`src/include/wdu_pkg.sv`:
```
// constants and carrier types for the watchdog timer unit
// assumes a 20 MHz system clock and a 32-bit classic wishbone register bus
//
// Notes on behaviour
// - out of reset, an overflow requests a hardware reset
// - overflow action may go to interrupt once; later writes of one ignored
// - watchdog leaves reset enabled and counting without any write
// - overflow with action bit one raises a reset request
// - overflow with action bit zero raises the watchdog interrupt
// - stop, idle and sleep modes hold the count; it resumes afterwards
// - divider feeds a two-stage binary counter; clear code zeroes only the latter
// - two-bit field picks 2^25..2^19 fast or 2^17..2^11 slow periods
// - enable bit one enables; zero only prepares a disable
// - disable code acts only while the enable bit is already zero
// - config register is write-only; software avoids read-modify-write
// - with interrupt action, repeated overflows give a periodic interrupt
// - while disabled the binary counter stages are held cleared
// - watchdog interrupt is non-maskable and never gated here
package wdu_pkg;

    // register word indices; byte address is four times the index
    localparam logic [7:0] WDU_CFG_IDX = 8'h34;
    localparam logic [7:0] WDU_CMD_IDX = 8'h35;
    localparam logic [7:0] WDU_STAT_IDX = 8'h36;
    localparam int WDU_ADR_W = 10;

    // command codes
    localparam logic [7:0] WDU_CMD_CLEAR = 8'h4E;
    localparam logic [7:0] WDU_CMD_DISABLE = 8'hB1;
    localparam logic [7:0] WDU_CMD_TRAP = 8'hD2;

    // configuration fields, bit 5 downward
    typedef struct packed {
        logic ram_trap_enable;
        logic trap_action_sel;
        logic wd_enable_bit;
        logic [1:0] detect_time_sel;
        logic overflow_action_sel;
    } wdu_cfg_t;
    localparam int WDU_CFG_W = 6;
    localparam wdu_cfg_t WDU_CFG_RESET = 6'h39;

    // operating mode levels from the system controller
    typedef struct packed {
        logic stop_mode;
        logic idle_mode;
        logic sleep_mode;
        logic slow_mode;
        logic divider_clock_sel;
    } wdu_mode_t;

    // status word
    typedef struct packed {
        logic [1:0] bin_count;
        logic halted;
        logic low_clock;
        logic trap_area_en;
        logic active;
        wdu_cfg_t cfg;
    } wdu_stat_t;
    localparam int WDU_STAT_W = 12;

    // period exponents and counter geometry
    localparam logic [4:0] WDU_FC_EXP0 = 5'h19;
    localparam logic [4:0] WDU_FS_EXP0 = 5'h11;
    localparam logic [4:0] WDU_EXP_STEP = 5'h02;
    localparam logic [4:0] WDU_TAP_OFS = 5'h03;
    localparam int WDU_DIV_W = 23;
    localparam int WDU_BIN_W = 2;

endpackage : wdu_pkg

```
`src/hdl/wdu_sync.sv`:
```
// two flip-flop level synchroniser
// assumes d_i is asynchronous to clk_i
`timescale 1ns/1ps
`default_nettype none
module wdu_sync (
    input wire logic clk_i,
    input wire logic rst_i,
    input wire logic d_i,
    output logic q_o
);
    logic meta_r;

    // first stage feeds only the second
    always_ff @(posedge clk_i) begin
        if (rst_i) begin
            meta_r <= 1'b0;
            q_o <= 1'b0;
        end else begin
            meta_r <= d_i;
            q_o <= meta_r;
        end
    end
endmodule : wdu_sync
`default_nettype wire

```
`src/hdl/wdu_counter.sv`:
```
// prescaling divider and two-stage binary counter
// assumes tick_i is a one-cycle count strobe and tap_i is below the divider width
`timescale 1ns/1ps
`default_nettype none
module wdu_counter
    import wdu_pkg::*;
(
    input wire logic clk_i,
    input wire logic rst_i,
    input wire logic tick_i,
    input wire logic clear_i,
    input wire logic run_i,
    input wire logic [4:0] tap_i,
    output logic ovf_o,
    output logic [WDU_BIN_W-1:0] bin_o
);
    logic [WDU_DIV_W-1:0] div_r;
    logic [WDU_DIV_W-1:0] mask;
    logic carry;

    // low tap+1 bits all ones means the tap bit carries on this tick
    always_comb begin
        for (int i = 0; i < WDU_DIV_W; i++) begin
            mask[i] = (5'(i) <= tap_i);
        end
        carry = tick_i && (&(div_r | ~mask));
        ovf_o = run_i && carry && !clear_i && (&bin_o);
    end

    // divider is cleared only by reset, so a clear can leave up to a quarter done
    always_ff @(posedge clk_i) begin
        if (rst_i) begin
            div_r <= '0;
        end else if (tick_i) begin
            div_r <= div_r + 1'b1;
        end
    end

    // binary stages: cleared by command or while disabled
    always_ff @(posedge clk_i) begin
        if (rst_i || !run_i || clear_i) begin
            bin_o <= '0;
        end else if (carry) begin
            bin_o <= bin_o + 1'b1;
        end
    end
endmodule : wdu_counter
`default_nettype wire

```
`src/hdl/wdu_top.sv`:
```
// watchdog timer unit: wishbone registers, clock choice, overflow action
// assumes mode_i comes from logic on clk_i and fs_clk_i is an external slow clock pin
`timescale 1ns/1ps
`default_nettype none
module wdu_top (
    input wire logic clk_i,
    input wire logic rst_i,
    input wire logic wb_cyc_i,
    input wire logic wb_stb_i,
    input wire logic wb_we_i,
    input wire logic [wdu_pkg::WDU_ADR_W-1:0] wb_adr_i,
    input wire logic [3:0] wb_sel_i,
    input wire logic [31:0] wb_dat_i,
    output logic [31:0] wb_dat_o,
    output logic wb_ack_o,
    input wire logic fs_clk_i,
    input wire wdu_pkg::wdu_mode_t mode_i,
    output logic wd_reset_req_o,
    output logic wd_overflow_irq_o,
    output logic trap_area_en_o,
    output logic trap_action_sel_o
);
    import wdu_pkg::*;

    wdu_cfg_t cfg_r;
    wdu_stat_t stat;
    logic active_r;
    logic fs_sync;
    logic fs_prev_r;
    logic req;
    logic wr_lane;
    logic [7:0] word_idx;
    logic cfg_wr;
    logic cmd_wr;
    logic clear_cmd;
    logic halted;
    logic low_clock;
    logic tick;
    logic [4:0] exp_base;
    logic [4:0] tap;
    logic ovf;
    logic [WDU_BIN_W-1:0] bin_count;

    // bus decode; a request is taken once, in the cycle before ack
    always_comb begin
        word_idx = wb_adr_i[WDU_ADR_W-1:2];
        req = wb_cyc_i && wb_stb_i && !wb_ack_o;
        wr_lane = req && wb_we_i && wb_sel_i[0];
        cfg_wr = wr_lane && (word_idx == WDU_CFG_IDX);
        cmd_wr = wr_lane && (word_idx == WDU_CMD_IDX);
        clear_cmd = cmd_wr && (wb_dat_i[7:0] == WDU_CMD_CLEAR);
    end

    // single-cycle ack for every address, mapped or not
    always_ff @(posedge clk_i) begin
        if (rst_i) begin
            wb_ack_o <= 1'b0;
        end else begin
            wb_ack_o <= req;
        end
    end

    // write-only registers read as zero; only status shows state
    always_ff @(posedge clk_i) begin
        if (rst_i) begin
            wb_dat_o <= '0;
        end else if (req && !wb_we_i) begin
            wb_dat_o <= (word_idx == WDU_STAT_IDX) ? 32'(stat) : '0;
        end
    end

    // configuration; reset selects reset-request action and enable
    always_ff @(posedge clk_i) begin
        if (rst_i) begin
            cfg_r <= WDU_CFG_RESET;
        end else if (cfg_wr) begin
            cfg_r <= wb_dat_i[WDU_CFG_W-1:0];
            // once interrupt is chosen it sticks until reset
            if (!cfg_r.overflow_action_sel) begin
                cfg_r.overflow_action_sel <= 1'b0;
            end
        end
    end

    // effective enable: set by enable bit, dropped only by disable code
    always_ff @(posedge clk_i) begin
        if (rst_i) begin
            active_r <= 1'b1;
        end else if (cfg_wr && wb_dat_i[3]) begin
            active_r <= 1'b1;
        end else if (cmd_wr && (wb_dat_i[7:0] == WDU_CMD_DISABLE)
                     && !cfg_r.wd_enable_bit) begin
            active_r <= 1'b0;
        end
    end

    // trap area setting only latched by its own code; others ignored
    always_ff @(posedge clk_i) begin
        if (rst_i) begin
            trap_area_en_o <= WDU_CFG_RESET.ram_trap_enable;
            trap_action_sel_o <= WDU_CFG_RESET.trap_action_sel;
        end else begin
            trap_action_sel_o <= cfg_r.trap_action_sel;
            if (cmd_wr && (wb_dat_i[7:0] == WDU_CMD_TRAP)) begin
                trap_area_en_o <= cfg_r.ram_trap_enable;
            end
        end
    end

    // slow clock pin is synchronised before edge detection
    wdu_sync u_fs_sync (
        .clk_i(clk_i),
        .rst_i(rst_i),
        .d_i(fs_clk_i),
        .q_o(fs_sync)
    );

    always_ff @(posedge clk_i) begin
        if (rst_i) begin
            fs_prev_r <= 1'b0;
        end else begin
            fs_prev_r <= fs_sync;
        end
    end

    // tick source and period tap; stop, idle and sleep modes stop ticks
    always_comb begin
        halted = mode_i.stop_mode || mode_i.idle_mode || mode_i.sleep_mode;
        low_clock = mode_i.slow_mode || mode_i.divider_clock_sel;
        tick = !halted && (low_clock ? (fs_sync && !fs_prev_r) : 1'b1);
        exp_base = low_clock ? WDU_FS_EXP0 : WDU_FC_EXP0;
        tap = exp_base - WDU_EXP_STEP * {3'h0, cfg_r.detect_time_sel} - WDU_TAP_OFS;
    end

    wdu_counter u_counter (
        .clk_i(clk_i),
        .rst_i(rst_i),
        .tick_i(tick),
        .clear_i(clear_cmd),
        .run_i(active_r),
        .tap_i(tap),
        .ovf_o(ovf),
        .bin_o(bin_count)
    );

    // overflow action; interrupt is never masked here
    always_ff @(posedge clk_i) begin
        if (rst_i) begin
            wd_reset_req_o <= 1'b0;
            wd_overflow_irq_o <= 1'b0;
        end else begin
            wd_reset_req_o <= ovf && cfg_r.overflow_action_sel;
            wd_overflow_irq_o <= ovf && !cfg_r.overflow_action_sel;
        end
    end

    // status snapshot for software
    always_comb begin
        stat.bin_count = bin_count;
        stat.halted = halted;
        stat.low_clock = low_clock;
        stat.trap_area_en = trap_area_en_o;
        stat.active = active_r;
        stat.cfg = cfg_r;
    end
endmodule : wdu_top
`default_nettype wire

```
`config.mk`:
```
export PLATFORM = sky130hd
export DESIGN_NAME = wdu_top
export DESIGN_NICKNAME = d
export VERILOG_FILES = /design/src/include/wdu_pkg.sv /design/src/hdl/wdu_sync.sv /design/src/hdl/wdu_counter.sv /design/src/hdl/wdu_top.sv
export SDC_FILE = /design/constraint.sdc
export NUM_CORES = 1
export LEC_CHECK = 0
export BUFFER_PORTS_ARGS = -buffer_cell sky130_fd_sc_hd__buf_2
export CAP_MARGIN = 20
export CORE_AREA = 2 2 83 85
export CTS_BUF_LIST = sky130_fd_sc_hd__clkbuf_8
export CTS_CLUSTER_DIAMETER = 100
export DETAILED_ROUTE_END_ITERATION = 10
export DIE_AREA = 0 0 85 87
export PLACE_DENSITY = 0.73
export REMOVE_ABC_BUFFERS = 1
export SYNTH_ARGS = -nofsm -noshare
export SYNTH_HDL_FRONTEND = slang
export SYNTH_SLANG_ARGS = --single-unit
```
`constraint.sdc`:
```
create_clock -name clk_i -period 2.8 [get_ports clk_i]
set_input_delay 0.84 -clock clk_i [delete_from_list [all_inputs] [get_ports clk_i]]
set_output_delay 0.84 -clock clk_i [all_outputs]
set_load 0.02 [all_outputs]
```
## Word-level counts from Yosys, hierarchy flattened

Index checks and enable logic that the tools add are counted.

| word-level totals | value |
|---|---|
| flip-flop bits (word level) | 72 |
| bits of input ports | 57 |
| word-level logic and storage cells | 92 |
| output and inout port bits | 37 |

| cells by class | value |
|---|---|
| bitwise logic cells | 2 |
| mux-type cells | 4 |
| reductions and logical operators | 36 |
| eq/ne operators | 6 |
| $lt $le $gt $ge | 23 |
| add/subtract/negate cells | 4 |

Operators by type and width:

| cell | count |
|---|---|
| $le 4x5->1 const A | 8 |
| $le 5x5->1 const A | 7 |
| $eq 8x6->1 const B | 3 |
| $add 23x1->23 const B | 1 |
| $not 23->23 | 1 |
| $or 23x23->23 | 1 |
| $reduce_and 23->1 | 1 |
| $le 3x5->1 const A | 4 |
| $logic_and 1x1->1 | 20 |
| $eq 8x8->1 const B | 2 |
| $mux 12 | 1 |
| $le 1x5->1 const A | 2 |
| $le 2x5->1 const A | 2 |
| $eq 8x7->1 const B | 1 |
| $logic_not 1->1 | 8 |
| $logic_or 1x1->1 | 5 |
| $sub 5x2->5 const B | 1 |
| $sub 5x3->5 | 1 |
| $mux 4 | 1 |
| $add 2x1->2 const B | 1 |
| $mux 1 | 2 |
| $reduce_and 2->1 | 1 |
| $reduce_or 2->1 | 1 |

## Longest topological paths before layout

Gate-level depths: netlist of the first run.

| depth | value |
|---|---|
| depth after elaboration | 13 |
| mapped depth | 11 |
| depth with buffers taken out | 9 |

## By module

A second synthesis of the first run with hierarchy kept.

| second synthesis, totals | value |
|---|---|
| cell total of the unflattened synthesis | 297 |
| area, all modules | 2,655.0 um^2 |

Modules (own cells, without submodules):

| module | times used | cells an instance | area each (um^2) | sequential area each (um^2) |
|---|---|---|---|---|
| wdu_counter | 1 | 173 | 1,408.9 | 500.5 |
| wdu_top | 1 | 120 | 1,193.6 | 500.5 |
| wdu_sync | 1 | 4 | 52.6 | 40.0 |

## Worst setup path before layout of the first run

No wires, ideal clock.

| timing | value |
|---|---|
| path type | reg2reg |
| from | register cfg_r[1] in the netlist's numbering |
| to | register u_counter.bin_o[1] |
| library setup time | 0.119 ns |
| buffers on the path | 1 |
| data arrival time | 2.585 ns |
| cell stages (with the launch flop) | 11 |
| required time | 2.681 ns |
| slack | 0.096 ns |
| period minus slack after synthesis | 2.704 ns |
| path through | dfxtp_1 clkbuf_1 inv_1 ha_1 nor2b_2 or3_4 a311oi_1 a31oi_1 nor4_2 nand3_2 mux2i_1 |

| between the ends | value |
|---|---|
| longest elaborated chain between the ends | 7 |
| elaborated cells on any way between the ends | 29 |
| classes of those cells | add/sub (2); order compare (23); bitwise (2); reduce/logical (2) |

RTL lines:

| element | line | source |
|---|---|---|
| start: declaration | wdu_top.sv:25 | `wdu_cfg_t cfg_r;` |
| start signal: assignment | wdu_top.sv:77 | `cfg_r <= wb_dat_i[WDU_CFG_W-1:0];` |
| $sub 5x3->5 (*) | wdu_top.sv:132 | `tap = exp_base - WDU_EXP_STEP * {3'h0, cfg_r.detect_time_sel} - WDU_TAP_OFS;` |
| $sub 5x2->5 (*) | wdu_top.sv:132 |  |
| $le 1x5->1 (tied with other cells) | wdu_counter.sv:24 | `mask[i] = (5'(i) <= tap_i);` |
| $not 23->23 (*) | wdu_counter.sv:26 | `carry = tick_i && (&(div_r \| ~mask));` |
| $or 23x23->23 (*) | wdu_counter.sv:26 |  |
| $reduce_and 23->1 (*) | wdu_counter.sv:26 |  |
| $logic_and 1x1->1 (*) | wdu_counter.sv:26 |  |
| end signal: assignment | wdu_counter.sv:44 | `bin_o <= bin_o + 1'b1;` |
| end: declaration | wdu_counter.sv:15 | `output logic [WDU_BIN_W-1:0] bin_o` |

Mark *: on every way between the ends. The rest lies on a longest branch, timed or not.
A chain may end at the register's enable or synchronous reset.

## Worst setup path after layout of the first run

| timing | value |
|---|---|
| from | register cfg_r[1] in the netlist's numbering |
| to | register u_counter.bin_o[0] |

Same word-level chain as after synthesis.

==> results of run 1 <==
==> where the power goes <==
| group | leakage, nW | switching [mW] | internal, mW |
|---|---|---|---|
| Clock | 0.0614 | 0.246 | 0.292 |
| Combinational | 0.850 | 0.0688 | 0.0327 |
| Sequential | 0.420 | 0.00134 | 0.742 |
==> worst max-delay path, cell delays in order, from the launching register on <==
cell and delay (ns):
dfxtp_1 0.42, inv_1 0.13, ha_1 0.34, buf_4 0.17, or3_1 0.38, a21oi_1 0.18
a311oi_1 0.08, a31oi_1 0.31, nor4_4 0.08, buf_4 0.15, a31o_2 0.19, a21boi_1 0.11
==> cells in the final DEF (no fill, tap or decap), types with 6 or more instances in the layout <==
cell	count
a21oi_1	10
a22oi_1	13
buf_2	44
buf_4	12
clkbuf_8	6
conb_1	20
dfxtp_1	52
ha_1	7
inv_1	11
nand2_1	24
nand3_1	7
nand4_1	6
nor2_1	49
nor2b_1	8
nor3_1	10
nor4_1	6
or2_2	7
xnor2_1	9
xor2_1	13
==> synthesized netlist by cell type (2+ instances only) <==
library cell	n	share of area
nand3_1	7	0.012
mux2i_1	3	0.011
nand4_1	6	0.013
buf_4	20	0.053
nor4_1	7	0.016
nor3_1	10	0.018
o2111ai_1	2	0.0062
dfxtp_1	52	0.37
nand2b_1	4	0.0089
clkbuf_1	8	0.011
or2_2	7	0.016
a211o_1	3	0.0093
nor4bb_1	2	0.0071
or3_1	4	0.0089
nor2b_1	8	0.018
nand3b_1	3	0.0080
o21ai_0	5	0.0089
and3_1	2	0.0044
a31o_2	3	0.0093
inv_1	11	0.015
and4_1	2	0.0062
nand4b_1	2	0.0062
nor2_1	50	0.067
ha_1	7	0.031
a21oi_1	10	0.018
and2_1	2	0.0044
xor2_1	13	0.040
nand2_1	24	0.032
a41oi_1	2	0.0062
xnor2_1	9	0.028
a22oi_1	13	0.035
==> through the flow <==
stage | area (µm²) | hold WS, ns | setup WS, ns
after floorplan | 2680 | 0.414 | 0.199
after global placement | 3090 | 0.423 | 0.0925
after detailed placement | 3090 | 0.433 | -0.0459
after CTS | 3210 | 0.460 | 0.0701
after global routing | 3240 | 0.485 | 0.0202
final | 3240 | 0.457 | 0.210
==> per-layer routing <==
metal	wire length [µm]	vias up
met3	284	13
met1	2780	1150
li1	-	1227
met4	86	0
met5	0	-
met2	2820	87
==> cell families after synthesis <==
kind of cell,Yosys count,synth area share
fa+ha+maj,8,0.0347
flops,52,0.370
simple gates,148,0.277
xor+xnor,23,0.0765
mux,3,0.0107
compound gates,54,0.143
other cells,1,0.00133
buf+inv,43,0.0872
==> what timing repair did <==
action,4_1_cts,5_1_grt
setup buffers,0,1
resized for setup,0,3
endpoints found under the setup margin,0,4
==> layout make-up <==
cell class,count,share of cell area
flip-flops and latches,52,0.321
repair buffers,56,0.0957
clock inverters,2,0.0120
inverters,12,0.0139
well taps,80,0.0309
multi-input cells,256,0.501
clock buffers,6,0.0255
==> state kept, by name, summed over array words and instances, names as in the netlist <==
signal / flops
wb_dat_o: 12
trap_area_en_o: 1
u_counter.bin_o: 2
fs_prev_r: 1
u_fs_sync.q_o: 1
wd_overflow_irq_o: 1
u_fs_sync.meta_r: 1
trap_action_sel_o: 1
active_r: 1
wd_reset_req_o: 1
u_counter.div_r: 23
cfg_r: 6
wb_ack_o: 1
==> worst max path at each step <==
| stage | start | endpoint | slack (ns) | cells after the start |
|---|---|---|---|---|
| finish | cfg_r[1]$_SDFFE_PP0P_ | u_counter.bin_o[0]$_SDFFE_PP0P_ | 0.21 | 11 |
| floorplan | wb_stb_i | wb_dat_o[0]$_SDFFE_PP0P_ | 0.20 | 5 |
| CTS | cfg_r[1]$_SDFFE_PP0P_ | wd_reset_req_o$_SDFF_PP0_ | 0.07 | 8 |
| detailed placement | mode_i[0] | wd_reset_req_o$_SDFF_PP0_ | -0.05 | 8 |
| global placement | mode_i[0] | wd_reset_req_o$_SDFF_PP0_ | 0.09 | 9 |
| global route | cfg_r[1]$_SDFFE_PP0P_ | wd_reset_req_o$_SDFF_PP0_ | 0.02 | 10 |
==> metrics, run 1 <==
run status=completed; Post-DP HPWL=4510 µm; Fin Setup TNS=0 ns; Max VDD drop=299 µV; WP data required=3.04 ns; hold violation count in the final report=0; Post-layout nets=447; IO buf count=44; area enclosed by the die boundary=7400 µm²; crit path kind=reg -> reg; Crit Path Max Fanout=8; endpoint class of the critical path=flip-flop; drt wl/cell=12.9 µm; TritonCTS clock tree=built; RSZ-0062 raised after global routing=false; gr usage total=0.165; synthesized instance count=332; number of instances in the placed design=455; die width=85 µm; layout overhead on the synthesized area=15.3%; remaining antenna violation count=0; post-route total power=1.38 mW; count of distinct cell types in the synthesized netlist=62; Syn Std Cell Area=2810 µm²; count of flip-flops with a built-in enable after synthesis=0; clock tree root driver cell=clkbuf_8; antenna violations before repair=0; final-report setup violation count=0; wire length of the first global-routing pass=10000 µm; ANT cells=0; final instance count without filler cells=464; placement row count=30; share of final-layout standard cells stronger than drive strength 1=0.221; worst-case clock skew=0.00686 ns; Reg2Reg Launch Point=cfg_r[1]$_SDFFE_PP0P_; initial standard-cell utilization of the core=0.428; CTS Buf Count=5; maximum number of pins on one net before global-route repair=27; final worst path period share=0.925; path category of the worst min-delay check=reg -> reg; H-tree Lvls=2; hold bufs inserted after CTS=0; nature of the critical path startpoint=flip-flop; minimum clock period=2.59 ns; Vias/cell=5.34; # Max-Cap Violations=0; number of iterations in the first detailed-routing pass=4; count of boundary I/O pins=94; number of instances on the worst hold path=1; worst-case hold path end point=u_fs_sync.q_o$_SDFF_PP0_; Skew-Pair Late Insertion Delay=0.31 ns; vias in the first global route=2202; global routing met1 resource utilization=0.226; async set or reset register ratio after synthesis=0; final-layout fill cell count=611; final core area utilization=0.494; cell count of the worst reg-to-reg path=11; global routing usage on met2=0.260; remaining design rule violation count=0; Critical Path AT=2.83 ns; met3 Use GR=0.0303; Pins Over Slew Limit=0; maximum count of clock buffers along a single path=2; Slew Limit Headroom=0.671; clock input transition at the sequential cells of the worst setup and hold paths=0.10 ns; maximum operating frequency=0.386 GHz; beginning of the worst hold path=u_fs_sync.meta_r$_SDFF_PP0_; global-route congestion overflow total=0; static leakage=1.33 nW; slew of the pin with the lowest slew margin=0.488 ns; via total after detailed routing=2477; global-route layer with the greatest usage=met2; Yosys warning count=0; Reg2Reg Setup Slack=0.21 ns; main flop type after synthesis=dfxtp_1; power per cell area=427 nW/µm²; share of synthesized area occupied by flip-flops and latches=0.370; Placeable Area=6570 µm²; DR iter-0 viols=114; die height=87 µm; synthesized area per cell=8.47 µm²; Sequential cell area=1040 µm²; RePlAce Congestion=0.892; total number of clock tree sinks=52; worst reg2reg endpoint=u_counter.bin_o[0]$_SDFFE_PP0P_; post-detailed-routing wire length=5960 µm; area used by multi-input combinational logic=1620 µm²; #FFs+latches synth=52
Note: power is estimated with default switching activity, not from simulation.
==> run 2, diff against run 1 <==
CORE_AREA = 2 2 80 82   (was 2 2 83 85)
DIE_AREA = 0 0 82 84   (was 0 0 85 87)
PLACE_DENSITY = 0.75   (was 0.73)
SYNTH_HIERARCHICAL = 1   (was default)
==> run 2 against run 1 <==
Effect of this change: hold slack improved by 0.00058 ns; register-to-register slack got worse by 0.03 ns; sequential cell count did not move; sequential share of layout area rose by 1.3 points; core utilization rose by 1.8 points; total power fell by 6.1%; fmax fell by 3.8%; combinational power rose by 9%; via count fell by 9.6%; critical endpoint is now wd_overflow_irq_o$_SDFF_PP0_; final area fell by 3.8%; critical path depth fell by 1; sequential power barely moved.
==> metrics, run 2 <==
Yosys warning count=6 (+6); share of synthesized area occupied by flip-flops and latches=0.392 (+0.0220); number of iterations in the first detailed-routing pass=4 (unchanged); synthesized area per cell=8.94 µm² (+5.5%); beginning of the worst hold path=u_fs_sync/meta_r$_SDFF_PP0_; count of flip-flops with a built-in enable after synthesis=0 (unchanged); remaining design rule violation count=0 (unchanged); worst setup margin=0.108 ns (-0.103 ns); count of boundary I/O pins=94 (unchanged); leading post-synthesis cells by cell area=dfxtp_1, buf_4, xnor2_1; wire length of the first global-routing pass=8890 µm (-11%); power per cell area=416 nW/µm² (-2.4%); Vias/cell=5.18 (-3.0%); clock tree root driver cell=clkbuf_8; post-route total power=1.30 mW (-6.1%); global-route congestion overflow total=0 (unchanged); slew of the pin with the lowest slew margin=0.544 ns (+0.0560 ns); area enclosed by the die boundary=6890 µm² (-6.9%); via total after detailed routing=2238 (-9.6%); DR iter-0 viols=141 (+24%); minimum clock period=2.69 ns (+0.103 ns); Placeable Area=6100 µm² (-7.2%); Slew Limit Headroom=0.634 (-0.0370); IO buf count=44 (unchanged); Reg2Reg Launch Point=cfg_r[1]$_SDFFE_PP0P_; Largest register FFs=23 (unchanged); post-detailed-routing wire length=5450 µm (-8.7%); cell count of the worst reg-to-reg path=10 (-1); cell accounting for the most synthesized area=dfxtp_1; total number of clock tree sinks=52 (unchanged); Critical Path AT=2.94 ns (+0.11 ns); path category of the worst min-delay check=reg -> reg; crit path kind=in -> reg; final worst path period share=0.962 (+0.0367); remaining antenna violation count=0 (unchanged); main flop type after synthesis=dfxtp_1; gr usage total=0.160 (-0.00481); drt wl/cell=12.6 µm (-1.9%); static leakage=1.29 nW (-3.4%); Post-layout nets=416 (-6.9%); vias in the first global route=2056 (-6.6%); Crit Path Max Fanout=7 (-1); Skew-Pair Late Insertion Delay=0.31 ns (about the same); layout overhead on the synthesized area=17.5%; # Max-Cap Violations=0 (unchanged); antenna violations before repair=0 (unchanged); proportion of netlist area held by the largest area contributor=0.392 (+0.0220); run status=completed; Final Instance Area=3120 µm² (-3.8%); RePlAce Congestion=0.860 (-3.5%); die width=82 µm (-3.5%); worst hold slack after final layout=0.458 ns (+0.000578 ns); synthesized instance count=297 (-11%); maximum count of clock buffers along a single path=2 (unchanged); worst-case hold path end point=u_fs_sync/q_o$_SDFF_PP0_; WP data required=3.04 ns (about the same); registers with the most flip-flops=u_counter/div_r: 23 flops, wb_dat_o: 12 flops, cfg_r: 6 flops; register with the most flip-flops=u_counter/div_r; final-report setup violation count=0 (unchanged); endpoint class of the critical path=flip-flop; RSZ-0062 raised after global routing=false; Reg2Reg Setup Slack=0.18 ns (-0.03 ns); maximum number of pins on one net before global-route repair=27 (unchanged); number of instances in the placed design=424 (-6.8%); ANT cells=0 (unchanged); clock input transition at the sequential cells of the worst setup and hold paths=0.10 ns (about the same); worst reg2reg endpoint=wd_overflow_irq_o$_SDFF_PP0_; highest-count cells in the layout ignoring fill and taps=dfxtp_1, buf_2, nor2_1; nature of the critical path startpoint=input port; Max VDD drop=255 µV (-15%); post-place setup slack=-0.399 ns (-0.353 ns); TritonCTS clock tree=built; hold violation count in the final report=0 (unchanged); die height=84 µm (-3.4%); initial standard-cell utilization of the core=0.436 (+0.00736); Pins Over Slew Limit=0 (unchanged); total setup buffers inserted after CTS=0 (unchanged); worst-case clock skew=0.0117 ns (+0.00485 ns); placement row count=29 (-3.3%); Post-DP HPWL=4070 µm (-9.8%); CTS Buf Count=5 (unchanged); H-tree Lvls=2 (unchanged); #FFs+latches synth=52 (unchanged); Syn Std Cell Area=2660 µm² (-5.6%); placed inst area=2970 µm² (-4.0%); final instance count without filler cells=432 (-6.9%); async set or reset register ratio after synthesis=0 (unchanged); most common cell in the netlist=dfxtp_1; ranking of synthesized cells by instance count=dfxtp_1, nor2_1, buf_4, nand2_1; leading cell type in the layout, fill and taps excluded=dfxtp_1; number of instances on the worst hold path=1 (unchanged); share of final-layout standard cells stronger than drive strength 1=0.234 (+0.0124); count of distinct cell types in the synthesized netlist=56 (-9.7%); maximum operating frequency=0.371 GHz (-3.8%)
-- run 2: cell types whose count changed after synthesis, sizes merged, moves of 6 or more --
cell	delta
xor2	-6
nor2	-21
nand2	-7
a22oi	-12
a22o	+12
-- run 2: what timing repair did --
action / in CTS / in global routing
endpoints found under the setup margin: 1 / 3
hold endpoints to repair: 0 / 0
resized for setup: 2 / 7
hold buffers: 0 / 0
pin swaps: 0 / 4
-- run 2: worst max-delay path, cell delays in order --
cell      delay [ns]
buf_2           0.11
nor2_4          0.12
ha_4            0.23
xnor2_4         0.16
or2_0           0.22
a221o_1         0.33
o31ai_2         0.29
nand4_2         0.15
and4bb_1        0.31
nor3b_2         0.17
-- run 2: kinds of logic (layout without fill, tap and decap cells) --
logic type	after synthesis	after routing	share of synthesized area
AND/OR/NAND/NOR	120	120	0.265
AO/OA/AOI/OAI	53	53	0.143
flip-flops	52	52	0.392
buffers and inverters	41	79	0.0905
XOR/XNOR	20	20	0.0660
adder cells (fa/ha/maj)	5	5	0.0236
multiplexers	5	5	0.0189
other	1	21	0.00141
-- run 2: cell type report --
class / count / area, µm²
Fill cell: 576 / 2980
Multi-Input combinational cell: 224 / 1510
Sequential cell: 52 / 1040
Timing Repair Buffer: 60 / 340
Tap cell: 77 / 96.3
Clock buffer: 5 / 68.8
Inverter: 11 / 41.3
Clock inverter: 3 / 25.0
-- run 2: metal layers --
| metal | GRT usage | share of wire | vias to the layer above |
|---|---|---|---|
| met5 | 0 | 0 | - |
| met4 | 0.0561 | 0.016 | 0 |
| met3 | 0.0303 | 0.041 | 10 |
| met2 | 0.271 | 0.50 | 64 |
| met1 | 0.200 | 0.45 | 1039 |
| li1 | - | - | 1125 |
-- run 2: worst max-delay path by stage --
stage | startpoint | to | slack (ns) | cells past startpoint
2_1_floorplan | mode_i[0] | wd_overflow_irq_o$_SDFF_PP0_ | -0.08 | 9
3_3_place_gp | mode_i[1] | wd_overflow_irq_o$_SDFF_PP0_ | -0.33 | 10
3_5_place_dp | mode_i[1] | wd_overflow_irq_o$_SDFF_PP0_ | -0.40 | 10
4_1_cts | mode_i[1] | wd_overflow_irq_o$_SDFF_PP0_ | 0.03 | 10
5_1_grt | mode_i[0] | wd_overflow_irq_o$_SDFF_PP0_ | 0.005 | 10
6_report | mode_i[0] | wd_overflow_irq_o$_SDFF_PP0_ | 0.11 | 10
-- run 2: report_power, final --
| part | internal, mW | switching, mW |
|---|---|---|
| registers | 0.742 | 0.00123 |
| clock network | 0.183 | 0.263 |
| logic | 0.0391 | 0.0709 |
| total | 0.964 | 0.335 |
-- run 2: through the flow --
step	utilization	setup TNS [ns]
after floorplan	-	-0.141
after global placement	0.487	-0.955
after detailed placement	0.487	-1.14
after CTS	0.504	0
after global routing	0.512	0
final	0.512	0
